### config.mk
export PLATFORM = sky130hd
export DESIGN_NAME = sat_position_clock_ref_framer
export DESIGN_NICKNAME = d
export VERILOG_FILES = /design/src/verilog/framer_pkg.sv /design/src/verilog/crc32_step.sv /design/src/verilog/sat_position_clock_ref_framer.sv
export SDC_FILE = /design/constraint.sdc
export NUM_CORES = 1
export LEC_CHECK = 0
export ABC_CLOCK_PERIOD_IN_PS = 3700
export BUFFER_PORTS_ARGS = -buffer_cell sky130_fd_sc_hd__buf_2
export CORE_MARGIN = 3
export CORE_UTILIZATION = 56
export CTS_BUF_LIST = sky130_fd_sc_hd__clkbuf_4 sky130_fd_sc_hd__clkbuf_8 sky130_fd_sc_hd__clkbuf_16
export CTS_CLUSTER_SIZE = 20
export DETAILED_ROUTE_END_ITERATION = 8
export GPL_TIMING_DRIVEN = 0
export PLACE_DENSITY = 0.83
export SLEW_MARGIN = 20
export SYNTH_ARGS = -nofsm -noshare
export SYNTH_HDL_FRONTEND = slang
export SYNTH_SLANG_ARGS = --single-unit
### constraint.sdc
create_clock -name CLK -period 3.7 [get_ports CLK]
set_input_delay 0.37 -clock CLK [delete_from_list [all_inputs] [get_ports CLK]]
set_output_delay 0.37 -clock CLK [all_outputs]
set_load 0.05 [all_outputs]
### src/verilog/framer_pkg.sv
/*
 * Constants for the satellite position section and clock-reference
 * insertion packet framer. Assumes byte-wide transport stream output.
 */
// Functional notes
// - section: 64-bit header, 8-bit count, count+1 entries
// - entry: 8-bit id, x/y/z 32-bit floats MSB first
// - section ends with CRC-32 leaving decoder zero
// - reserved bits sit between PCR base and extension, driven one
// - section packets use program-map assigned packet identifier
// - position table may be disabled entirely
// - payload present: start indicator 1, pointer first
// - pointer zero: section directly follows pointer
// - adaptation control 10 without payload, 11 with
// - payload bytes only when adaptation control 11
// - adaptation length 7, only PCR flag set
// - PCR base/extension from inserted clock count
// - error, priority, discontinuity, random access bits zero
// - position section may run on into following packets; clock payload clipped to one packet
package framer_pkg;
  localparam logic [7:0] SYNC_BYTE = 8'h47;
  localparam int unsigned PKT_LEN = 188;
  localparam int unsigned HDR_LEN = 4;
  localparam logic [7:0] AF_LEN = 8'h07;
  localparam logic [7:0] AF_FLAGS = 8'h10;
  localparam logic [1:0] AFC_ONLY = 2'h2;
  localparam logic [1:0] AFC_PAYLOAD = 2'h3;
  localparam logic [7:0] POINTER_VAL = 8'h00;
  localparam logic [7:0] STUFF_BYTE = 8'hFF;
  localparam int unsigned PCR_BYTES = 6;
  localparam int unsigned AF_TOTAL = 8;
  localparam int unsigned PAY_MAX = PKT_LEN - HDR_LEN - AF_TOTAL - 1;
  localparam int unsigned SECT_HDR_BYTES = 8;
  localparam int unsigned ENTRY_BYTES = 13;
  localparam int unsigned CRC_BYTES = 4;
  localparam logic [31:0] CRC_INIT = 32'hFFFFFFFF;
  localparam logic [31:0] CRC_POLY = 32'h04C11DB7;
  localparam int unsigned PCR_EXT_MOD = 300;
  typedef enum logic [1:0] {PK_IDLE, PK_CLKREF, PK_SECT} pkt_kind_t;
endpackage

### src/verilog/crc32_step.sv
/*
 * Byte-wide section CRC-32 update, MSB first, no reflection.
 * Assumes caller holds the running register.
 */
`timescale 1ns/1ps
module crc32_step
  import framer_pkg::*;
(
  input wire logic [31:0] crc_in,
  input wire logic [7:0] data,
  output logic [31:0] crc_out
);
  always_comb
  begin
    logic [31:0] c;
    c = crc_in;
    for (int i = 7; i >= 0; i--)
    begin
      if (c[31] ^ data[i])
        c = {c[30:0], 1'b0} ^ CRC_POLY;
      else
        c = {c[30:0], 1'b0};
    end
    crc_out = c;
  end
endmodule // crc32_step

### src/verilog/sat_position_clock_ref_framer.sv
/*
 * Builds satellite position sections and clock-reference insertion
 * packets as 188-byte transport stream packets on a byte stream.
 * Assumes the section header bytes and entries come from a same-clock
 * source; the sink may stall with TS_READY.
 */
`timescale 1ns/1ps
module sat_position_clock_ref_framer
  import framer_pkg::*;
(
  input wire logic CLK,
  input wire logic RSTN,
  input wire logic POS_ENABLE,
  input wire logic [12:0] POS_PID,
  input wire logic [12:0] CLKREF_PID,
  input wire logic [1:0] SCRAMBLE_CTRL,
  input wire logic CLKREF_START,
  input wire logic [41:0] CLKREF_COUNT,
  input wire logic CLKREF_HAS_PAYLOAD,
  input wire logic [7:0] CLKREF_PAY_LEN,
  input wire logic [7:0] CLKREF_PAY_DATA,
  output logic CLKREF_PAY_TAKE,
  input wire logic POS_START,
  input wire logic [63:0] POS_HEADER,
  input wire logic [7:0] POS_LOOP_COUNT,
  input wire logic [7:0] SAT_ID,
  input wire logic [31:0] SAT_X,
  input wire logic [31:0] SAT_Y,
  input wire logic [31:0] SAT_Z,
  output logic SAT_TAKE,
  output logic BUSY,
  output logic [7:0] TS_DATA,
  output logic TS_VALID,
  output logic TS_SOP,
  input wire logic TS_READY
);
  typedef enum {ST_IDLE, ST_HDR, ST_AF, ST_PTR, ST_PAY, ST_SHDR, ST_CNT,
    ST_ENT, ST_CRC, ST_STUFF} state_t;
  state_t st_q;
  pkt_kind_t kind_q;
  logic [7:0] pos_q;
  logic [3:0] sub_q;
  state_t resume_q;
  logic [3:0] sub_save_q;
  logic [7:0] left_q;
  logic [7:0] ent_left_q;
  logic cont_q;
  logic [31:0] crc_q;
  logic [31:0] crc_nx;
  logic [41:0] clk_ref_q;
  logic pay_q;
  logic [7:0] pay_len_q;
  logic [63:0] shdr_q;
  logic [103:0] ent_q;
  logic [7:0] byte_d;
  logic [7:0] data_q;
  logic valid_q;
  logic sop_q;
  logic adv;
  logic [32:0] pcr_base;
  logic [8:0] pcr_ext;
  logic [12:0] pid_sel;
  logic sect_byte;

  assign adv = !valid_q || TS_READY;
  assign pcr_base = clk_ref_q[41:9];
  assign pcr_ext = clk_ref_q[8:0];
  assign pid_sel = (kind_q == PK_CLKREF) ? CLKREF_PID : POS_PID;
  assign sect_byte = (st_q == ST_SHDR) || (st_q == ST_CNT) || (st_q == ST_ENT);
  assign TS_DATA = data_q;
  assign TS_VALID = valid_q;
  assign TS_SOP = sop_q;
  assign BUSY = st_q != ST_IDLE;
  assign CLKREF_PAY_TAKE = adv && st_q == ST_PAY;
  // first entry on the count byte, later ones on the last byte of the previous
  assign SAT_TAKE = adv && (st_q == ST_CNT || (st_q == ST_ENT &&
    sub_q == 4'(ENTRY_BYTES - 1) && ent_left_q != 8'h00));

  crc32_step u_crc (
    .crc_in(crc_q),
    .data(byte_d),
    .crc_out(crc_nx)
  );

  // byte selection for the current position
  always_comb
  begin
    byte_d = STUFF_BYTE;
    case (st_q)
      ST_HDR:
        case (sub_q)
          4'h0: byte_d = SYNC_BYTE;
          4'h1: byte_d = {1'b0, (kind_q == PK_SECT) ? ~cont_q : pay_q, 1'b0,
            pid_sel[12:8]};
          4'h2: byte_d = pid_sel[7:0];
          default: byte_d = {SCRAMBLE_CTRL,
            (kind_q == PK_CLKREF && !pay_q) ? AFC_ONLY : 2'h1, 4'h0};
        endcase
      ST_AF:
        case (sub_q)
          4'h0: byte_d = AF_LEN;
          4'h1: byte_d = AF_FLAGS;
          4'h2: byte_d = pcr_base[32:25];
          4'h3: byte_d = pcr_base[24:17];
          4'h4: byte_d = pcr_base[16:9];
          4'h5: byte_d = pcr_base[8:1];
          4'h6: byte_d = {pcr_base[0], 6'h3F, pcr_ext[8]};
          default: byte_d = pcr_ext[7:0];
        endcase
      ST_PTR: byte_d = POINTER_VAL;
      ST_PAY: byte_d = CLKREF_PAY_DATA;
      ST_SHDR: byte_d = shdr_q[63:56];
      ST_CNT: byte_d = left_q;
      ST_ENT: byte_d = ent_q[103:96];
      ST_CRC: byte_d = crc_q[31:24];
      default: byte_d = STUFF_BYTE;
    endcase
  end

  // clock packet header needs AFC 11 when payload present
  logic [7:0] out_d;
  always_comb
  begin
    out_d = byte_d;
    if (st_q == ST_HDR && sub_q == 4'h3 && kind_q == PK_CLKREF && pay_q)
      out_d = {SCRAMBLE_CTRL, AFC_PAYLOAD, 4'h0};
  end

  always_ff @(posedge CLK)
  begin
    if (!RSTN)
    begin
      data_q <= 8'h00;
      valid_q <= 1'b0;
      sop_q <= 1'b0;
    end
    else if (adv)
    begin
      valid_q <= st_q != ST_IDLE;
      data_q <= out_d;
      sop_q <= st_q == ST_HDR && sub_q == 4'h0;
    end
  end

  always_ff @(posedge CLK)
  begin
    if (!RSTN)
      crc_q <= CRC_INIT;
    else if (st_q == ST_IDLE)
      crc_q <= CRC_INIT;
    else if (adv && sect_byte)
      crc_q <= crc_nx;
    else if (adv && st_q == ST_CRC)
      crc_q <= {crc_q[23:0], 8'h00};
  end

  always_ff @(posedge CLK)
  begin
    if (!RSTN)
    begin
      st_q <= ST_IDLE;
      kind_q <= PK_IDLE;
      pos_q <= 8'h00;
      sub_q <= 4'h0;
      left_q <= 8'h00;
      ent_left_q <= 8'h00;
      cont_q <= 1'b0;
      clk_ref_q <= '0;
      resume_q <= ST_IDLE;
      sub_save_q <= 4'h0;
      pay_q <= 1'b0;
      pay_len_q <= 8'h00;
      shdr_q <= '0;
      ent_q <= '0;
    end
    else if (adv)
    begin
      if (st_q != ST_IDLE)
        pos_q <= pos_q + 8'h01;
      case (st_q)
        ST_IDLE:
        begin
          pos_q <= 8'h00;
          sub_q <= 4'h0;
          cont_q <= 1'b0;
          kind_q <= PK_IDLE;
          if (CLKREF_START)
          begin
            kind_q <= PK_CLKREF;
            clk_ref_q <= CLKREF_COUNT;
            // payload clipped to what one packet holds
            pay_q <= CLKREF_HAS_PAYLOAD && CLKREF_PAY_LEN != 8'h00;
            pay_len_q <= (CLKREF_PAY_LEN > 8'(PAY_MAX)) ? 8'(PAY_MAX) : CLKREF_PAY_LEN;
            st_q <= ST_HDR;
          end
          else if (POS_START && POS_ENABLE)
          begin
            kind_q <= PK_SECT;
            shdr_q <= POS_HEADER;
            left_q <= POS_LOOP_COUNT;
            ent_left_q <= POS_LOOP_COUNT;
            sub_q <= 4'h0;
            st_q <= ST_HDR;
          end
        end
        ST_HDR:
        begin
          sub_q <= sub_q + 4'h1;
          if (sub_q == 4'h3)
          begin
            sub_q <= 4'h0;
            if (kind_q == PK_CLKREF)
              st_q <= ST_AF;
            else if (cont_q)
            begin
              st_q <= resume_q;
              sub_q <= sub_save_q;
            end
            else
              st_q <= ST_PTR;
          end
        end
        ST_AF:
        begin
          sub_q <= sub_q + 4'h1;
          if (sub_q == 4'h7)
          begin
            sub_q <= 4'h0;
            st_q <= pay_q ? ST_PTR : ST_STUFF;
          end
        end
        ST_PTR:
          st_q <= (kind_q == PK_CLKREF) ? ST_PAY : ST_SHDR;
        ST_PAY:
        begin
          pay_len_q <= pay_len_q - 8'h01;
          if (pay_len_q == 8'h01)
            st_q <= (pos_q == 8'(PKT_LEN - 1)) ? ST_IDLE : ST_STUFF;
        end
        ST_SHDR:
        begin
          shdr_q <= {shdr_q[55:0], 8'h00};
          sub_q <= sub_q + 4'h1;
          if (sub_q == 4'h7)
          begin
            sub_q <= 4'h0;
            st_q <= ST_CNT;
          end
        end
        ST_CNT:
        begin
          ent_q <= {SAT_ID, SAT_X, SAT_Y, SAT_Z};
          sub_q <= 4'h0;
          st_q <= ST_ENT;
        end
        ST_ENT:
        begin
          ent_q <= {ent_q[95:0], 8'h00};
          sub_q <= sub_q + 4'h1;
          sub_save_q <= sub_q + 4'h1;
          resume_q <= ST_ENT;
          if (sub_q == 4'(ENTRY_BYTES - 1))
          begin
            sub_q <= 4'h0;
            sub_save_q <= 4'h0;
            if (ent_left_q == 8'h00)
            begin
              st_q <= ST_CRC;
              resume_q <= ST_CRC;
            end
            else
            begin
              ent_left_q <= ent_left_q - 8'h01;
              ent_q <= {SAT_ID, SAT_X, SAT_Y, SAT_Z};
            end
          end
          // packet full: header of the next packet, then resume
          if (pos_q == 8'(PKT_LEN - 1))
          begin
            cont_q <= 1'b1;
            pos_q <= 8'h00;
            sub_q <= 4'h0;
            st_q <= ST_HDR;
          end
        end
        ST_CRC:
        begin
          sub_q <= sub_q + 4'h1;
          if (sub_q == 4'h3)
          begin
            st_q <= (pos_q == 8'(PKT_LEN - 1)) ? ST_IDLE : ST_STUFF;
            if (pos_q == 8'(PKT_LEN - 1))
              kind_q <= PK_IDLE;
          end
          else if (pos_q == 8'(PKT_LEN - 1))
          begin
            cont_q <= 1'b1;
            pos_q <= 8'h00;
            sub_q <= 4'h0;
            sub_save_q <= sub_q + 4'h1;
            resume_q <= ST_CRC;
            st_q <= ST_HDR;
          end
        end
        ST_STUFF:
          if (pos_q == 8'(PKT_LEN - 1))
          begin
            st_q <= ST_IDLE;
            kind_q <= PK_IDLE;
          end
        default: st_q <= ST_IDLE;
      endcase
    end
  end

  AST_SOP_SYNC: assert property (@(posedge CLK) disable iff (!RSTN)
    TS_VALID && TS_SOP |-> TS_DATA == SYNC_BYTE) else $error("sop without sync");
  AST_AF_LEN: assert property (@(posedge CLK) disable iff (!RSTN)
    st_q == ST_AF && sub_q == 4'h0 && adv |=> TS_DATA == AF_LEN)
    else $error("bad adaptation length");
  AST_AF_FLAGS: assert property (@(posedge CLK) disable iff (!RSTN)
    st_q == ST_AF && sub_q == 4'h1 && adv |=> TS_DATA == AF_FLAGS)
    else $error("bad adaptation flags");
  AST_AFC: assert property (@(posedge CLK) disable iff (!RSTN)
    st_q == ST_HDR && sub_q == 4'h3 && kind_q == PK_CLKREF && adv
    |=> TS_DATA[5:4] == (pay_q ? AFC_PAYLOAD : AFC_ONLY)) else $error("bad afc");
  AST_PUSI: assert property (@(posedge CLK) disable iff (!RSTN)
    st_q == ST_HDR && sub_q == 4'h1 && kind_q == PK_CLKREF && adv
    |=> TS_DATA[6] == pay_q && TS_DATA[7] == 1'b0 && TS_DATA[5] == 1'b0)
    else $error("bad header flags");
  AST_PTR: assert property (@(posedge CLK) disable iff (!RSTN)
    st_q == ST_PTR && adv |=> TS_DATA == POINTER_VAL) else $error("bad pointer");
  AST_NO_PAY: assert property (@(posedge CLK) disable iff (!RSTN)
    kind_q == PK_CLKREF && !pay_q |-> st_q != ST_PAY) else $error("payload without afc 11");
  AST_POS_OFF: assert property (@(posedge CLK) disable iff (!RSTN)
    st_q == ST_IDLE && !POS_ENABLE && !CLKREF_START |=> kind_q != PK_SECT)
    else $error("section sent while disabled");
  AST_PCR_LOAD: assert property (@(posedge CLK) disable iff (!RSTN)
    st_q == ST_IDLE && adv && CLKREF_START |=> clk_ref_q == $past(CLKREF_COUNT))
    else $error("clock value not captured");
endmodule // sat_position_clock_ref_framer

==> results.sh <==
export IMPL_dp_hpwl_um=35620
export IMPL_synthFlopType="dfxtp_1"
export IMPL_ys_async_sr_fraction_pct=0
export IMPL_synth_top_area_cell="dfxtp_1"
export IMPL_drive_gt1_share_pct=19.69
export IMPL_syn_nets=2097
export IMPL_endpoint_kind="output port"
export IMPL_wl_per_cell_um=18.72
export IMPL_track_usage_pct=30.44
export IMPL_vias=15260
export IMPL_std_cell_rows=60
export IMPL_synth_most_common_cell="nand2_1"
export IMPL_multi_input_area_um2=8848
export IMPL_fin_nets=2416
export IMPL_drv_slew=0
export IMPL_die_h_um=172.5
export IMPL_io_buffer_count=279
export IMPL_finalCritPeriodShare_pct=95.42
export IMPL_postRouteAntennaNets=0
export IMPL_routed_wl_um=47530
export IMPL_initial_core_util_pct=57.27
export IMPL_powerDensity_nw_per_um2=697.8
export IMPL_worstSetupPathType="register to output port"
export IMPL_synthCells=1820
export IMPL_areaGrowthSynthToFinish_pct=20.09
export IMPL_worst_hold_slack_ns=0.1009
export IMPL_drv_cap=0
export IMPL_ys_warn_count=0
export IMPL_io_pins=282
export IMPL_gp_congestion=1.002
export IMPL_rsz0062_at_grt="false"
export IMPL_worst_pin_slew_ns=1.071
export IMPL_status="finished clean"
export IMPL_n_fill_cell=2225
export IMPL_grt_pass1_wl_um=73490
export IMPL_report_power_total_uw=13010
export IMPL_dieArea_um2=29750
export IMPL_clkSinkCount=302
export IMPL_synth_area_leaders="dfxtp_1 39%, nand2_1 9.2%, mux2i_1 8.0%"
export IMPL_synthTopCellsByCount="381 x nand2_1, 302 x dfxtp_1, 132 x nor2_1, 124 x mux2i_1, 118 x clkbuf_1"
export IMPL_startpoint_type="register"
export IMPL_clockBufferDepth=3
export IMPL_cts_tree="done"
export IMPL_synth_top_cell_area_share_pct=38.95
export IMPL_dpl_cell_area_um2=17380
export IMPL_synth_edf_count=0
export IMPL_fin_skew_ns=0.01619
export IMPL_numCtsBuffers=34
export IMPL_hold_class="input port to register"
export IMPL_post_route_min_period_ns=3.531
export IMPL_grt_pass1_vias=14580
export IMPL_arrival_ns=3.16
export IMPL_regArea_um2=6047
export IMPL_setup_viol=0
export IMPL_drc=0
export IMPL_slew_headroom_pct=28.44
export IMPL_ys_types=89
export IMPL_root_buffer="clkbuf_16"
export IMPL_path_clk_slew_ns=0.06
export IMPL_hold_viol=0
export IMPL_clock_latency_ns=0.51
export IMPL_max_freq_mhz=283.2
export IMPL_critPathRequiredTime_ns=3.33
export IMPL_critPathMaxFanout=10
export IMPL_htree_num_levels=2
export IMPL_antenna_found_initial=3
export IMPL_postSynthAreaPerCell_um2=8.528
export IMPL_drt_iter0_drc=1426
export IMPL_ys_seq_elements=302
export IMPL_drt_pass1_iterations=5
export IMPL_vias_per_cell=6.011
export IMPL_ir_worst_vdd_v=0.0004545
export IMPL_overflow=0
export IMPL_core_area_um2=27100
export IMPL_utilization_pct=68.78
export IMPL_grt_max_degree=13
export IMPL_die_w_um=172.5
export IMPL_synth_yosys_seq_area_share_pct=38.95
export IMPL_design_area_um2=18640
export IMPL_p_leak_uw=0.008891
export IMPL_synth_area_um2=15520
-- power by group --
part	internal, µW	switching (µW)	leakage, µW
Clock	2040	1340	0.000576
Sequential	3650	273	0.00245
Combinational	2290	3400	0.00586
Total	7990	5010	0.00889
-- metrics by stage --
stage | std cells | worst slack [ns] | TNS (ns)
floorplan | 1820 | 0.5520 | 0
global placement | 2471 | -0.03867 | -0.1461
detailed placement | 2471 | -0.06525 | -0.3313
CTS | 2532 | 0.003902 | 0
global route | 2539 | 0.01062 | 0
finish | 2539 | 0.1694 | 0
-- placed cells by master, fill, tap and decap left out, types with 38 or more instances in the layout --
cell type,synthesis,final
mux2i_1,124,124
o21ai_0,38,38
nand3_1,44,44
dfxtp_1,302,301
a311oi_1,57,57
a21oi_1,117,116
nor2_1,132,132
nand2_1,381,381
buf_2,9,286
o211a_1,99,99
clkbuf_1,118,110
-- metal layers --
layer  share of wire [%]  up-vias  global-route usage (%)  wire length [µm]
met2                  47      762                   50.18             22110
met5                   0        -                       0                 0
li1                    -     7175                       -                 -
met3                 8.2      151                   4.984              3879
met4                 4.0        0                   12.81              1904
met1                  41     7175                   39.72             19630
-- worst paths after layout --
check	from	end	slack, ns	cells past startpoint
worst max-delay path	TS_VALID	SAT_TAKE	0.17	6
worst min-delay path	CLKREF_COUNT[16]	clk_ref_q[16]	0.10	3
worst max register to register	sub_q[0]	crc_q[15]	0.21	13
worst min register to register	clk_ref_q[20]	clk_ref_q[20]	0.46	2
-- sequential cells by signal, indices dropped and copies added, names as in the netlist, 2 cells and up --
| signal | flops |
|---|---|
| kind_q | 2 |
| ent_left_q | 8 |
| st_q | 4 |
| resume_q | 2 |
| pos_q | 8 |
| ent_q | 104 |
| clk_ref_q | 42 |
| pay_len_q | 8 |
| sub_q | 4 |
| crc_q | 32 |
| sub_save_q | 4 |
| left_q | 8 |
| TS_DATA | 8 |
| shdr_q | 64 |
-- cells by family (layout without fill, tap and decap cells) --
| group | after synthesis | in the layout | synth area share, % |
|---|---|---|---|
| other | 0 | 3 | 0 |
| AOI/OAI and AO/OA | 464 | 464 | 22.76 |
| adders and majority gates | 8 | 8 | 0.6449 |
| xor gates and xnor gates | 67 | 67 | 5.071 |
| DFF | 302 | 302 | 38.95 |
| muxes | 131 | 131 | 8.666 |
| and+or+nand+nor | 683 | 683 | 19.58 |
| buffers and inverters | 165 | 509 | 4.329 |
-- critical path, stage by stage, from the launching register on --
cell and delay [ns]:
dfxtp_1 0.35, nand2b_1 0.09, clkbuf_1 0.42, clkbuf_1 0.50
nand3_1 0.53, a21oi_1 0.43, buf_2 0.33
-- cell type report --
| class | count | share of cell area (%) |
|---|---|---|
| diodes | 3 | 0.04028 |
| plain buffers | 147 | 3.323 |
| clock buffers | 53 | 5.659 |
| clock inverters | 8 | 0.4833 |
| inverters | 18 | 0.3625 |
| multi-input cells | 1353 | 47.47 |
| flip-flops and latches | 302 | 32.44 |
| well taps | 372 | 2.497 |
| repair buffers | 283 | 7.720 |
-- what timing repair did --
| action | CTS | global route |
|---|---|---|
| resized for setup | 6 | 12 |
| pin swaps | 0 | 5 |
| setup endpoints to repair | 40 | 79 |
| hold buffers | 0 | 0 |
| buffers inserted | 0 | 4 |
Note: power is estimated with default switching activity, not from simulation.
